$ cat config.mk
export PLATFORM = sky130hd
export DESIGN_NAME = rpc_ctrl
export DESIGN_NICKNAME = d
export VERILOG_FILES = /design/src/shared/rpc_pkg.sv /design/src/shared/rpc_div_if.sv /design/src/rtl/rpc_divider.sv /design/src/rtl/rpc_ctrl.sv
export SDC_FILE = /design/constraint.sdc
export NUM_CORES = 1
export LEC_CHECK = 0
export CORE_MARGIN = 4
export CORE_UTILIZATION = 55
export CTS_BUF_LIST = sky130_fd_sc_hd__clkbuf_8
export CTS_CLUSTER_SIZE = 20
export DETAILED_ROUTE_END_ITERATION = 6
export DONT_BUFFER_PORTS = 1
export PLACE_DENSITY = 0.79
export SLEW_MARGIN = 20
export SYNTH_ARGS = -nofsm -noshare
export SYNTH_HDL_FRONTEND = slang
export SYNTH_HIERARCHICAL = 1
export SYNTH_SLANG_ARGS = --single-unit
$ cat constraint.sdc
create_clock -name pclk -period 1.95 [get_ports pclk]
set_clock_uncertainty 0.1 [all_clocks]
set_input_delay 0.0975 -clock pclk [delete_from_list [all_inputs] [get_ports pclk]]
set_output_delay 0.0975 -clock pclk [all_outputs]
set_load 0.02 [all_outputs]
$ cat src/shared/rpc_pkg.sv
/*
 * Constants for the real-time clock run and periodic control block.
 * Assumes a 50 MHz APB clock and one oscillator tick per 32.768 kHz period.
 */
`default_nettype none
package rpc_pkg;
    localparam int CLK_PERIOD_NS = 20;
    localparam int SETTLE_MAX_NS  = 91600;
    localparam int SETTLE_MAX_CYC = SETTLE_MAX_NS / CLK_PERIOD_NS;

    localparam logic [7:0] OFS_RUN_CTRL  = 8'h00;
    localparam logic [7:0] OFS_FLAG_CTRL = 8'h04;
    localparam logic [7:0] OFS_STATUS    = 8'h08;

    localparam logic [7:0] RUN_CTRL_RST  = 8'h09;
    localparam int PFLAG_BIT    = 7;
    localparam int PSEL_LSB     = 4;
    localparam int OSC_RUN_BIT  = 3;
    localparam int HALF_MIN_BIT = 2;
    localparam int DIVRST_BIT   = 1;
    localparam int CNT_RUN_BIT  = 0;
    localparam int ALM_IE_BIT   = 3;
    localparam int ALM_FLAG_BIT = 0;

    localparam int DIV_W       = 16;
    localparam int N_SEL       = 8;
    localparam int SIXTY4_LSB  = 9;
    localparam int SIXTY4_W    = 6;
    localparam logic [2:0] SEC_SEL = 3'h6;
    localparam logic [6:0] SEC_HALF = 7'h30;

    localparam int N_ALM     = 6;
    localparam int ALM_EN    = 7;
    localparam int ALM_W     = 7;

    typedef logic [2:0] rpc_sel_t;

    // Low divider bits that must all be one for interval sel to elapse
    function automatic int period_width(input int sel);
        case (sel)
            1:       period_width = 7;
            2:       period_width = 9;
            3:       period_width = 11;
            4:       period_width = 13;
            5:       period_width = 14;
            6:       period_width = 15;
            default: period_width = 16;
        endcase
    endfunction
endpackage
`default_nettype wire

$ cat src/shared/rpc_div_if.sv
/*
 * Link between the control register logic and the divider chain.
 * Assumes both ends share pclk and presetn.
 */
`timescale 1ns/1ns
`default_nettype none
interface rpc_div_if;
    logic              osc_tick;
    logic              osc_run;
    logic              div_clear;
    logic [7:0]        period_evt;
    logic [5:0]        sixty4;
    modport ctl (output osc_tick, osc_run, div_clear, input period_evt, sixty4);
    modport div (input osc_tick, osc_run, div_clear, output period_evt, sixty4);
endinterface
`default_nettype wire

$ cat src/rtl/rpc_divider.sv
/*
 * Divider chain: prescaler and 64 Hz counter, with periodic event pulses.
 * Assumes osc_tick is one pclk pulse per oscillator period.
 */
`timescale 1ns/1ns
`default_nettype none
module rpc_divider
    import rpc_pkg::*;
(
    input  wire logic  pclk,
    input  wire logic  presetn,
    rpc_div_if.div     dv
);
    logic [DIV_W-1:0]  cnt_q;
    logic              adv;

    // Counter-run is not seen here, only the oscillator gate
    assign adv = dv.osc_run & dv.osc_tick;

    always_ff @(posedge pclk or negedge presetn)
    begin
        if (!presetn)
            cnt_q <= '0;
        else if (dv.div_clear)
            cnt_q <= '0;
        else if (adv)
            cnt_q <= cnt_q + 1'b1;
    end

    assign dv.period_evt[0] = 1'b0;
    genvar g;
    generate
        for (g = 1; g < N_SEL; g++)
        begin : g_evt
            localparam int W = period_width(g);
            logic evt_q;
            always_ff @(posedge pclk or negedge presetn)
            begin
                if (!presetn)
                    evt_q <= 1'b0;
                else
                    evt_q <= adv & ~dv.div_clear & (&cnt_q[W-1:0]);
            end
            assign dv.period_evt[g] = evt_q;
        end
    endgenerate

    assign dv.sixty4 = cnt_q[SIXTY4_LSB +: SIXTY4_W];
endmodule
`default_nettype wire

$ cat src/rtl/rpc_ctrl.sv
/*
 * Run, periodic and alarm control of a real-time clock, APB slave.
 * Assumes the calendar counters and alarm registers sit outside and
 * that clock_crystal_input is a synchronous pulse per oscillator period.
 */
`timescale 1ns/1ns
`default_nettype none
module rpc_ctrl
    import rpc_pkg::*;
#(
    parameter int SETTLE_MAX_CYC_P = SETTLE_MAX_CYC
)
(
    input  wire logic                       pclk,
    input  wire logic                       presetn,
    input  wire logic                       psel,
    input  wire logic                       penable,
    input  wire logic                       pwrite,
    input  wire logic [7:0]                 paddr,
    input  wire logic [31:0]                pwdata,
    output logic      [31:0]                prdata,
    output logic                            pready,
    output logic                            pslverr,
    input  wire logic                       clock_crystal_input,
    input  wire logic                       manual_rst,
    input  wire logic                       standby,
    input  wire logic [6:0]                 seconds_counter,
    input  wire logic [N_ALM-1:0][ALM_W-1:0] cal_fields,
    input  wire logic [N_ALM-1:0][7:0]      alarm_regs,
    output logic                            oscillator_run,
    output logic                            counter_run,
    output logic                            cal_write_en,
    output logic                            sec_tick,
    output logic                            sec_clear,
    output logic                            min_carry,
    output logic      [5:0]                 sixty_four_hz_counter,
    output logic                            periodic_irq,
    output logic                            alarm_irq
);
    rpc_div_if dv ();

    logic              pready_q;
    logic              pslverr_q;
    logic [31:0]       prdata_q;
    logic              periodic_flag_q;
    rpc_sel_t          periodic_select_q;
    logic              osc_run_q;
    logic              cnt_run_q;
    logic              alarm_flag_q;
    logic              alarm_irq_enable_q;
    logic              div_clear_q;
    logic              sec_tick_q;
    logic              sec_clear_q;
    logic              min_carry_q;
    logic              cal_wr_en_q;
    logic              periodic_irq_q;
    logic              alarm_irq_q;
    logic              match_q;
    logic [5:0]        sixty4_q;
    logic              acc;
    logic              wr_run;
    logic              wr_flag;
    logic              hm_wr;
    logic              per_set;
    logic              per_gen;
    logic              alarm_match;
    logic [N_ALM-1:0]  hit;
    logic [N_ALM-1:0]  ena;

    // Address decode shared by read and write paths
    function automatic logic [1:0] reg_sel(input logic [7:0] a);
        case (a)
            OFS_RUN_CTRL:  reg_sel = 2'h1;
            OFS_FLAG_CTRL: reg_sel = 2'h2;
            OFS_STATUS:    reg_sel = 2'h3;
            default:       reg_sel = 2'h0;
        endcase
    endfunction

    function automatic logic pick_evt(input logic [7:0] evt, input rpc_sel_t s);
        pick_evt = evt[s];
    endfunction

    rpc_divider u_div (
        .pclk    (pclk),
        .presetn (presetn),
        .dv      (dv)
    );

    assign dv.osc_tick  = clock_crystal_input;
    assign dv.osc_run   = osc_run_q;
    assign dv.div_clear = div_clear_q;

    // One wait state so read data comes from a flop
    assign acc     = psel & penable & pready_q;
    // Standby freezes the register, so writes in it are answered but dropped
    assign wr_run  = acc & pwrite & ~pslverr_q & ~standby & (reg_sel(paddr) == 2'h1);
    assign wr_flag = acc & pwrite & ~pslverr_q & ~standby & (reg_sel(paddr) == 2'h2);
    assign hm_wr   = wr_run & pwdata[HALF_MIN_BIT];
    assign per_set = pick_evt(dv.period_evt, periodic_select_q) & ~standby;
    // Standby holds the flag, so the request waits for wake-up
    assign per_gen = periodic_flag_q & (periodic_select_q != 3'h0) & ~standby;

    always_ff @(posedge pclk or negedge presetn)
    begin
        if (!presetn)
        begin
            pready_q  <= 1'b0;
            pslverr_q <= 1'b0;
        end
        else
        begin
            pready_q  <= psel & penable & ~pready_q;
            pslverr_q <= psel & penable & ~pready_q & (reg_sel(paddr) == 2'h0);
        end
    end

    always_ff @(posedge pclk or negedge presetn)
    begin
        if (!presetn)
            prdata_q <= '0;
        else if (psel & penable & ~pready_q & ~pwrite)
        begin
            case (reg_sel(paddr))
                2'h1:    prdata_q <= {24'h000000, periodic_flag_q, periodic_select_q,
                                      osc_run_q, 2'b00, cnt_run_q};
                2'h2:    prdata_q <= {24'h000000, 4'h0, alarm_irq_enable_q, 2'b00,
                                      alarm_flag_q};
                2'h3:    prdata_q <= {26'h0000000, sixty4_q};
                default: prdata_q <= '0;
            endcase
        end
    end

    always_ff @(posedge pclk or negedge presetn)
    begin
        if (!presetn)
            periodic_flag_q <= RUN_CTRL_RST[PFLAG_BIT];
        else if (manual_rst)
            periodic_flag_q <= 1'b0;
        else if (per_set | (wr_run & pwdata[PFLAG_BIT]))
            periodic_flag_q <= 1'b1;
        else if (wr_run | per_gen)
            periodic_flag_q <= 1'b0;
    end

    always_ff @(posedge pclk or negedge presetn)
    begin
        if (!presetn)
            periodic_select_q <= RUN_CTRL_RST[PSEL_LSB +: 3];
        else if (manual_rst)
            periodic_select_q <= 3'h0;
        else if (wr_run)
            periodic_select_q <= pwdata[PSEL_LSB +: 3];
    end

    // Manual reset leaves both run bits alone
    always_ff @(posedge pclk or negedge presetn)
    begin
        if (!presetn)
        begin
            osc_run_q <= RUN_CTRL_RST[OSC_RUN_BIT];
            cnt_run_q <= RUN_CTRL_RST[CNT_RUN_BIT];
        end
        else if (wr_run & ~manual_rst)
        begin
            osc_run_q <= pwdata[OSC_RUN_BIT];
            cnt_run_q <= pwdata[CNT_RUN_BIT];
        end
    end

    always_ff @(posedge pclk or negedge presetn)
    begin
        if (!presetn)
        begin
            div_clear_q <= 1'b0;
            sec_clear_q <= 1'b0;
            min_carry_q <= 1'b0;
        end
        else
        begin
            div_clear_q <= ~manual_rst & (hm_wr | (wr_run & pwdata[DIVRST_BIT]));
            sec_clear_q <= ~manual_rst & hm_wr;
            min_carry_q <= ~manual_rst & hm_wr & (seconds_counter >= SEC_HALF);
        end
    end

    always_ff @(posedge pclk or negedge presetn)
    begin
        if (!presetn)
        begin
            sec_tick_q  <= 1'b0;
            cal_wr_en_q <= 1'b0;
            sixty4_q    <= '0;
        end
        else
        begin
            sec_tick_q  <= dv.period_evt[SEC_SEL] & cnt_run_q;
            cal_wr_en_q <= ~cnt_run_q;
            sixty4_q    <= dv.sixty4;
        end
    end

    genvar i;
    generate
        for (i = 0; i < N_ALM; i++)
        begin : g_alm
            assign ena[i] = alarm_regs[i][ALM_EN];
            assign hit[i] = ~ena[i] | (alarm_regs[i][ALM_W-1:0] == cal_fields[i]);
        end
    endgenerate

    // An edge, so a cleared flag is not set again for the whole matching second
    assign alarm_match = (&hit) & (|ena);

    always_ff @(posedge pclk or negedge presetn)
    begin
        if (!presetn)
            match_q <= 1'b0;
        else
            match_q <= alarm_match;
    end

    always_ff @(posedge pclk or negedge presetn)
    begin
        if (!presetn)
            alarm_flag_q <= 1'b0;
        else if (manual_rst)
            alarm_flag_q <= 1'b0;
        else if (alarm_match & ~match_q & ~standby)
            alarm_flag_q <= 1'b1;
        else if (wr_flag & ~pwdata[ALM_FLAG_BIT])
            alarm_flag_q <= 1'b0;
    end

    always_ff @(posedge pclk or negedge presetn)
    begin
        if (!presetn)
            alarm_irq_enable_q <= 1'b0;
        else if (manual_rst)
            alarm_irq_enable_q <= 1'b0;
        else if (wr_flag)
            alarm_irq_enable_q <= pwdata[ALM_IE_BIT];
    end

    always_ff @(posedge pclk or negedge presetn)
    begin
        if (!presetn)
        begin
            periodic_irq_q <= 1'b0;
            alarm_irq_q    <= 1'b0;
        end
        else
        begin
            periodic_irq_q <= per_gen;
            alarm_irq_q    <= alarm_flag_q & alarm_irq_enable_q;
        end
    end

    assign prdata                = prdata_q;
    assign pready                = pready_q;
    assign pslverr               = pslverr_q;
    assign oscillator_run        = osc_run_q;
    assign counter_run           = cnt_run_q;
    assign cal_write_en          = cal_wr_en_q;
    assign sec_tick              = sec_tick_q;
    assign sec_clear             = sec_clear_q;
    assign min_carry             = min_carry_q;
    assign sixty_four_hz_counter = sixty4_q;
    assign periodic_irq          = periodic_irq_q;
    assign alarm_irq             = alarm_irq_q;

    // Checking helpers
    logic              first_q;
    logic              hm_pend_q;
    logic [15:0]       hm_age_q;
    logic [7:0]        run_view;

    assign run_view = {periodic_flag_q, periodic_select_q, osc_run_q, 2'b00, cnt_run_q};

    always_ff @(posedge pclk or negedge presetn)
    begin
        if (!presetn)
        begin
            first_q    <= 1'b1;
            hm_pend_q  <= 1'b0;
            hm_age_q   <= '0;
        end
        else
        begin
            first_q    <= 1'b0;
            // Manual reset drops the adjust, so nothing is left pending
            hm_pend_q  <= (hm_wr & ~manual_rst) | (hm_pend_q & ~sec_clear_q);
            hm_age_q   <= hm_wr ? 16'h0000 : (hm_pend_q ? hm_age_q + 1'b1 : hm_age_q);
        end
    end
endmodule
`default_nettype wire

==> run_results.csv, run 1 <==
group,metric,value,unit
routing,remaining_drc_errors,0,
cells_and_area,final-seq-area,1380,um^2
sta,setup-tns-final,0,ns
sta,setup_viol,0,
logic_synthesis,synth_cell_types,49,
critical_path,start_kind,"flop",
cells_and_area,diodes,0,
outcome,status,"completed",
hold_path,hp-class,"in -> reg",
sta,drv_slew,0,
floorplan,dieArea,7010,um^2
clocking,cts_buffers,5,
floorplan,rows,27,
sta,setup_slack,0.0831,ns
critical_path,worst_ep_required_time,2.05,ns
critical_path,cp_cell_sequence,"nand3b_1, or4_4, or3_4, mux2i_1, nor2_1",
routing,first_pass_iters,5,
clocking,clk_pin_slew,0.11,ns
grt,antenna_found_initial,0,
critical_path,worstSetupEndpointType,"flop",
floorplan,ios,193,
sta,fmax,536,MHz
floorplan,die_h,83.7,um
sta,holdWs,0.0237,ns
critical_path,critPathArrivalTime,1.97,ns
grt,grt_pass1_wl,12100,um
routing,detail-route-antenna-nets,0,
logic_synthesis,syn_area,3150,um^2
cells_and_area,fin_nets,474,
grt,grtUsageTotal,0.214,
sta,hold_viol,0,
routing,routed_wirelength,7470,um
logic_synthesis,synthTopCellsByArea,"dfrtp_1, buf_4, xnor2_1, xor2_1, mux2i_1",
cells_and_area,area_delta_synth_final,8.65,%
routing,vias,2260,
logic_synthesis,yosysMostFrequentCell,"dfrtp_1",
critical_path,reg2reg_depth,5,
logic_synthesis,ys.flop_type,"dfrtp_1",
power_and_ir_drop,irDropWorstVdd,0.000330,V
floorplan,start_util,0.569,
clocking,cts_buffer_depth,2,
critical_path,r2r_start,"pslverr",
logic_synthesis,ys_warn_count,6,
critical_path,worstSetupPathType,"reg -> reg",
floorplan,coreArea,5540,um^2
grt,gr-usage-met1,0.272,
placement,pre_cts_ws,0.155,ns
logic_synthesis,ys_async_sr_fraction,1.00,
clocking,htreeDepth,2,
floorplan,die_w,83.7,um
clocking,post_cts_buffers,0,
critical_path,critical-path-top-delay-family,"simple AND/OR/NAND/NOR gates",
placement,place.gp.congestion,0.856,
logic_synthesis,synth-edff-count,0,
critical_path,critPathMaxStageDelay,0.47,ns
critical_path,worst-path-stages,5,
critical_path,crit_slowest_cell,"or4_4",
power_and_ir_drop,power_density,598,nW/um^2
sta,rsz0062_at_grt,"no",
critical_path,reg2reg_to,"alarm_irq_enable_q",
cells_and_area,multiInputGateArea,1530,um^2
clocking,clock-sinks,55,
critical_path,cp_max_fo,3,
power_and_ir_drop,p_leak,0.00148,uW
sta,fin_crit_sh,0.957,
placement,io_buffers,0,
routing,routedWlPerCell,18.7,um
logic_synthesis,netlist_instances,309,
grt,grt_pass1_vias,2380,
critical_path,critPathBufInv,0,
critical_path,cp-endpoint,"alarm_irq_enable_q",
run,max_cap_viol_count,0,
logic_synthesis,synthTopCellsByCount,"dfrtp_1, buf_4, xnor2_1, nor2_1",
cells_and_area,utilization,0.618,
cells_and_area,fillerInstances,458,
logic_synthesis,synth_top_area_share,0.421,
sta,worst_slew_pin_slew,0.531,ns
clocking,cts_tree,"built",
grt,use_met2,0.352,
grt,grt_overflow,0,
clocking,cts-root-buf,"clkbuf_8",
critical_path,ff2ff_setup_slack,0.08,ns
grt,grt.busiest_layer,"met2",
cells_and_area,drive_gt1_frac,0.0976,
clocking,clk_latency,0.32,ns
logic_synthesis,seq_area_frac_synth,0.437,
routing,vias_per_cell,5.65,
placement,post-dp-hpwl,5770,um
grt,grt_max_degree,56,
sta,relSlewSlack,0.646,
sta,period_needed,1.87,ns
logic_synthesis,yosysTopAreaCell,"dfrtp_1",
logic_synthesis,syn_avg_cell_area,10.2,um^2
critical_path,startpoint,"pslverr",
logic_synthesis,synth_seq_cells,55,
routing,dr.first_iter.drc_count,106,
grt,met3_usage,0.0592,
==> kinds of logic (layout without fill, tap and decap cells) <==
kind of cell,after synthesis,after routing,synth area share
AND/OR/NAND/NOR,102,102,0.181
flip-flops,55,55,0.437
XOR/XNOR,51,51,0.142
buffers and inverters,49,45,0.106
AO/OA/AOI/OAI,35,35,0.0734
multiplexers,13,13,0.0496
adder cells (fa/ha/maj),2,2,0.00794
other,2,25,0.00238
==> registers in the layout (all words and copies together), names as in the netlist, 3 cells and up <==
name,flops
periodic_select_q,3
prdata,8
sixty_four_hz_counter,6
u_div/cnt_q,16
u_div/g_evt.evt_q,7
==> power breakdown <==
group	switching, uW	internal (uW)	leakage, uW
Sequential	4.13	1140	0.000749
Clock	403	263	0.0000452
Combinational	126	109	0.000690
==> area by class of cell <==
class | count | area share
Clock inverter | 3 | 0.00730
Timing Repair Buffer | 33 | 0.0942
Tap cell | 72 | 0.0263
Inverter | 4 | 0.00438
Sequential cell | 55 | 0.402
Clock buffer | 5 | 0.0201
Multi-Input combinational cell | 228 | 0.445
==> worst min path at each step <==
stage | slack (ns) | depth (start not counted) | to | startpoint
floorplan | -0.30 | 0 | alarm_flag_q | presetn
global placement | -0.30 | 0 | prdata[6] | presetn
detailed placement | -0.30 | 0 | prdata[6] | presetn
CTS | 0.008 | 2 | prdata[1] | pwrite
global route | 0.03 | 2 | prdata[1] | pwrite
finish | 0.02 | 2 | prdata[1] | pwrite
==> through the flow <==
stage	instance area (um^2)	std cells	total power (uW)
2_1_floorplan	3240	332	1360
3_3_place_gp	3080	369	1320
3_5_place_dp	3080	369	1330
4_1_cts	3430	400	2070
5_1_grt	3430	400	2140
6_report	3430	400	2050
==> what timing repair did <==
action | in CTS | in global routing
resized for setup | 0 | 0
hold buffers | 23 | 0
endpoints found under the hold margin | 81 | 0
==> placed cells by master (no fill, tap or decap), types with 2 or more instances in the layout <==
cell type / count
inv_6: 2
o41ai_1: 5
or3_1: 6
nand4_1: 9
nor3b_1: 2
a21oi_1: 11
xor2_1: 19
clkbuf_8: 5
inv_1: 4
o31ai_1: 3
conb_1: 25
nand3_1: 7
dfstp_2: 2
mux2i_1: 10
ha_1: 2
or4_1: 3
xnor2_1: 32
and2_1: 6
buf_4: 10
nor3_1: 7
a22o_1: 2
dlygate4sd3_1: 22
nor2b_1: 3
dfrtp_1: 53
nand2_1: 19
nor4_1: 4
mux4_2: 2
a32o_1: 2
or2_2: 2
o21ai_0: 7
nor2_1: 23
==> routing by layer <==
metal,wire length (um),vias up
li1,-,1037
met1,3060,1119
met2,3680,92
met3,571,12
met4,152,0
met5,0,-
==> worst register-to-register path: stages (launching register included) <==
cell	delay (ns)
dfrtp_1	0.39
nand3b_1	0.16
or4_4	0.47
or3_4	0.36
mux2i_1	0.19
nor2_1	0.07
Power figures use the tool's default switching activity.
==> inputs of run 2 (changes only) <==
- TNS_END_PERCENT: unset -> 30
- clock period: 1.95 -> 1.6 ns (I/O delays scaled with it)
==> run 2 against run 1 <==
- the flow now finishes with violations (hold timing, setup timing)
- combinational power is 20% higher
- hold slack worse by 0.32 ns
- global-route usage is 0.076 points lower
- setup slack worse by 0.29 ns
- non-clock buffer count is 21 higher
- core utilization is 4.2 points higher
- critical path type unchanged
==> run_results.csv, run 2 (synthesized netlist as in run 1, its figures left out) <==
group,metric,value,unit
routing,detail-route-antenna-nets,0,
cells_and_area,final-instance-count-excl-fill,421,
clocking,cts_tree,"built",
routing,vias,2308,
cells_and_area,regMostFlops,"u_div/cnt_q",
clocking,cts_buffer_depth,2,
placement,io_buffers,0,
critical_path,critPathBufInv,0,
critical_path,worstSetupPathType,"reg -> reg",
clocking,cts-root-buf,"clkbuf_8",
clocking,htreeDepth,2,
cells_and_area,diodes,0,
clocking,cts_buffers,5,
sta,fin_crit_sh,1.13,
placement,post-dp-hpwl,5840,um
cells_and_area,fillerInstances,445,
sta,rsz0062_at_grt,"yes",
placement,placed_cells,393,
grt,grt_max_degree,56,
cells_and_area,final_cell_mix,"dfrtp_1, buf_4, xnor2_1",
cells_and_area,drive_gt1_frac,0.218,
routing,first_pass_iters,4,
critical_path,cp_cell_sequence,"nand3b_1, or4_4, or3_4, mux2i_1, nor2_1",
cells_and_area,largest_register_ffs,16,
floorplan,ios,193,
outcome,status,"finished with violations",
critical_path,cp_max_fo,3,
routing,remaining_drc_errors,0,
sta,holdWs,-0.296,ns
floorplan,dieArea,7010,um^2
floorplan,rows,27,
clocking,clock-sinks,55,
routing,routed_wirelength,7550,um
floorplan,die_h,83.7,um
floorplan,coreArea,5540,um^2
hold_path,hp-class,"in -> reg",
sta,setup_slack,-0.202,ns
critical_path,worstSetupEndpointType,"flop",
cells_and_area,final-seq-area,1380,um^2
grt,grt_overflow,0,
critical_path,crit_slowest_cell,"or4_4",
clocking,hold_buffers,18,
sta,hold_viol,9,
sta,fmax,555,MHz
critical_path,critical-path-top-delay-family,"simple AND/OR/NAND/NOR gates",
clocking,clk_latency,0.32,ns
critical_path,start_kind,"flop",
clocking,clk_pin_slew,0.11,ns
placement,place.gp.congestion,0.806,
sta,setup_viol,19,
routing,dr.first_iter.drc_count,116,
power_and_ir_drop,power.total,2490,uW
critical_path,critPathArrivalTime,1.92,ns
sta,period_needed,1.80,ns
grt,grt_pass1_wl,12100,um
power_and_ir_drop,irDropWorstVdd,0.000535,V
floorplan,die_w,83.7,um
run,max_cap_viol_count,0,
cells_and_area,fin_nets,495,
grt,antenna_found_initial,0,
power_and_ir_drop,power_density,681,nW/um^2
critical_path,worst_ep_required_time,1.72,ns
routing,vias_per_cell,5.48,
cells_and_area,final_common_cell,"dfrtp_1",
grt,grtUsageTotal,0.214,
power_and_ir_drop,p_leak,0.00162,uW
cells_and_area,area_delta_synth_final,16.1,%
critical_path,critPathMaxStageDelay,0.47,ns
grt,grt_pass1_vias,2401,
routing,routedWlPerCell,17.9,um
cells_and_area,multiInputGateArea,1610,um^2
outcome,violations,"hold timing, setup timing",
sta,drv_slew,0,
floorplan,start_util,0.569,
[run 2: changes by cell type in the layout (fill, tap and decap cells not counted), moves of 3 or more]
| cell | delta |
|---|---|
| buf_4 | +25 |
| dlygate4sd3_1 | -5 |
| nor3_1 | -3 |
| o21ai_0 | -3 |
[run 2: path summary, 6_finish.rpt]
path                                            to  slack (ns)            startpoint  cells after the start
worst max-delay path            alarm_irq_enable_q       -0.20               pslverr                      5
worst min-delay path               periodic_flag_q       -0.30            manual_rst                      1
worst max register to register  alarm_irq_enable_q       -0.20               pslverr                      5
worst min register to register            sec_tick        0.40  u_div/g_evt[6].evt_q                      1
max in group asynchronous           oscillator_run        0.96               presetn                      2
min in group asynchronous             cal_write_en        0.17               presetn                      2
[run 2: timing repair]
action | 4_1_cts | 5_1_grt
hold endpoints to repair | 79 | 9
pin swaps | 5 | 2
setup buffers | 1 | 1
gates resized for setup | 12 | 10
setup endpoints to repair | 25 | 26
[run 2: final cells by class]
class                           instances  area share
Tap cell                               72      0.0246
Clock inverter                          3     0.00684
Timing Repair Buffer                   54       0.129
Inverter                                4     0.00410
Clock buffer                            5      0.0188
Multi-Input combinational cell        228       0.440
Sequential cell                        55       0.377
[run 2: where the power goes]
| part | internal (uW) | total (uW) | switching (uW) |
|---|---|---|---|
| registers | 1400 | 1400 | 4.60 |
| clock network | 320 | 810 | 490 |
| logic | 129 | 282 | 153 |
| total | 1840 | 2490 | 648 |
[run 2: stage by stage]
stage	utilization	cell area [um^2]	setup slack, ns	setup TNS (ns)
4_1_cts	0.653	3620	-0.193	-1.68
2_1_floorplan	-	3250	-0.219	-2.32
5_1_grt	0.661	3660	-0.311	-3.45
3_5_place_dp	0.591	3270	-0.181	-1.57
6_report	0.661	3660	-0.202	-1.84
3_3_place_gp	0.591	3270	-0.121	-0.866
[run 2: metal layers]
| metal | vias up | routed length, um | GRT usage |
|---|---|---|---|
| li1 | 1086 | - | - |
| met1 | 1123 | 3070 | 0.272 |
| met2 | 89 | 3830 | 0.361 |
| met3 | 10 | 578 | 0.0622 |
| met4 | 0 | 79 | 0.0482 |
| met5 | - | 0 | 0 |
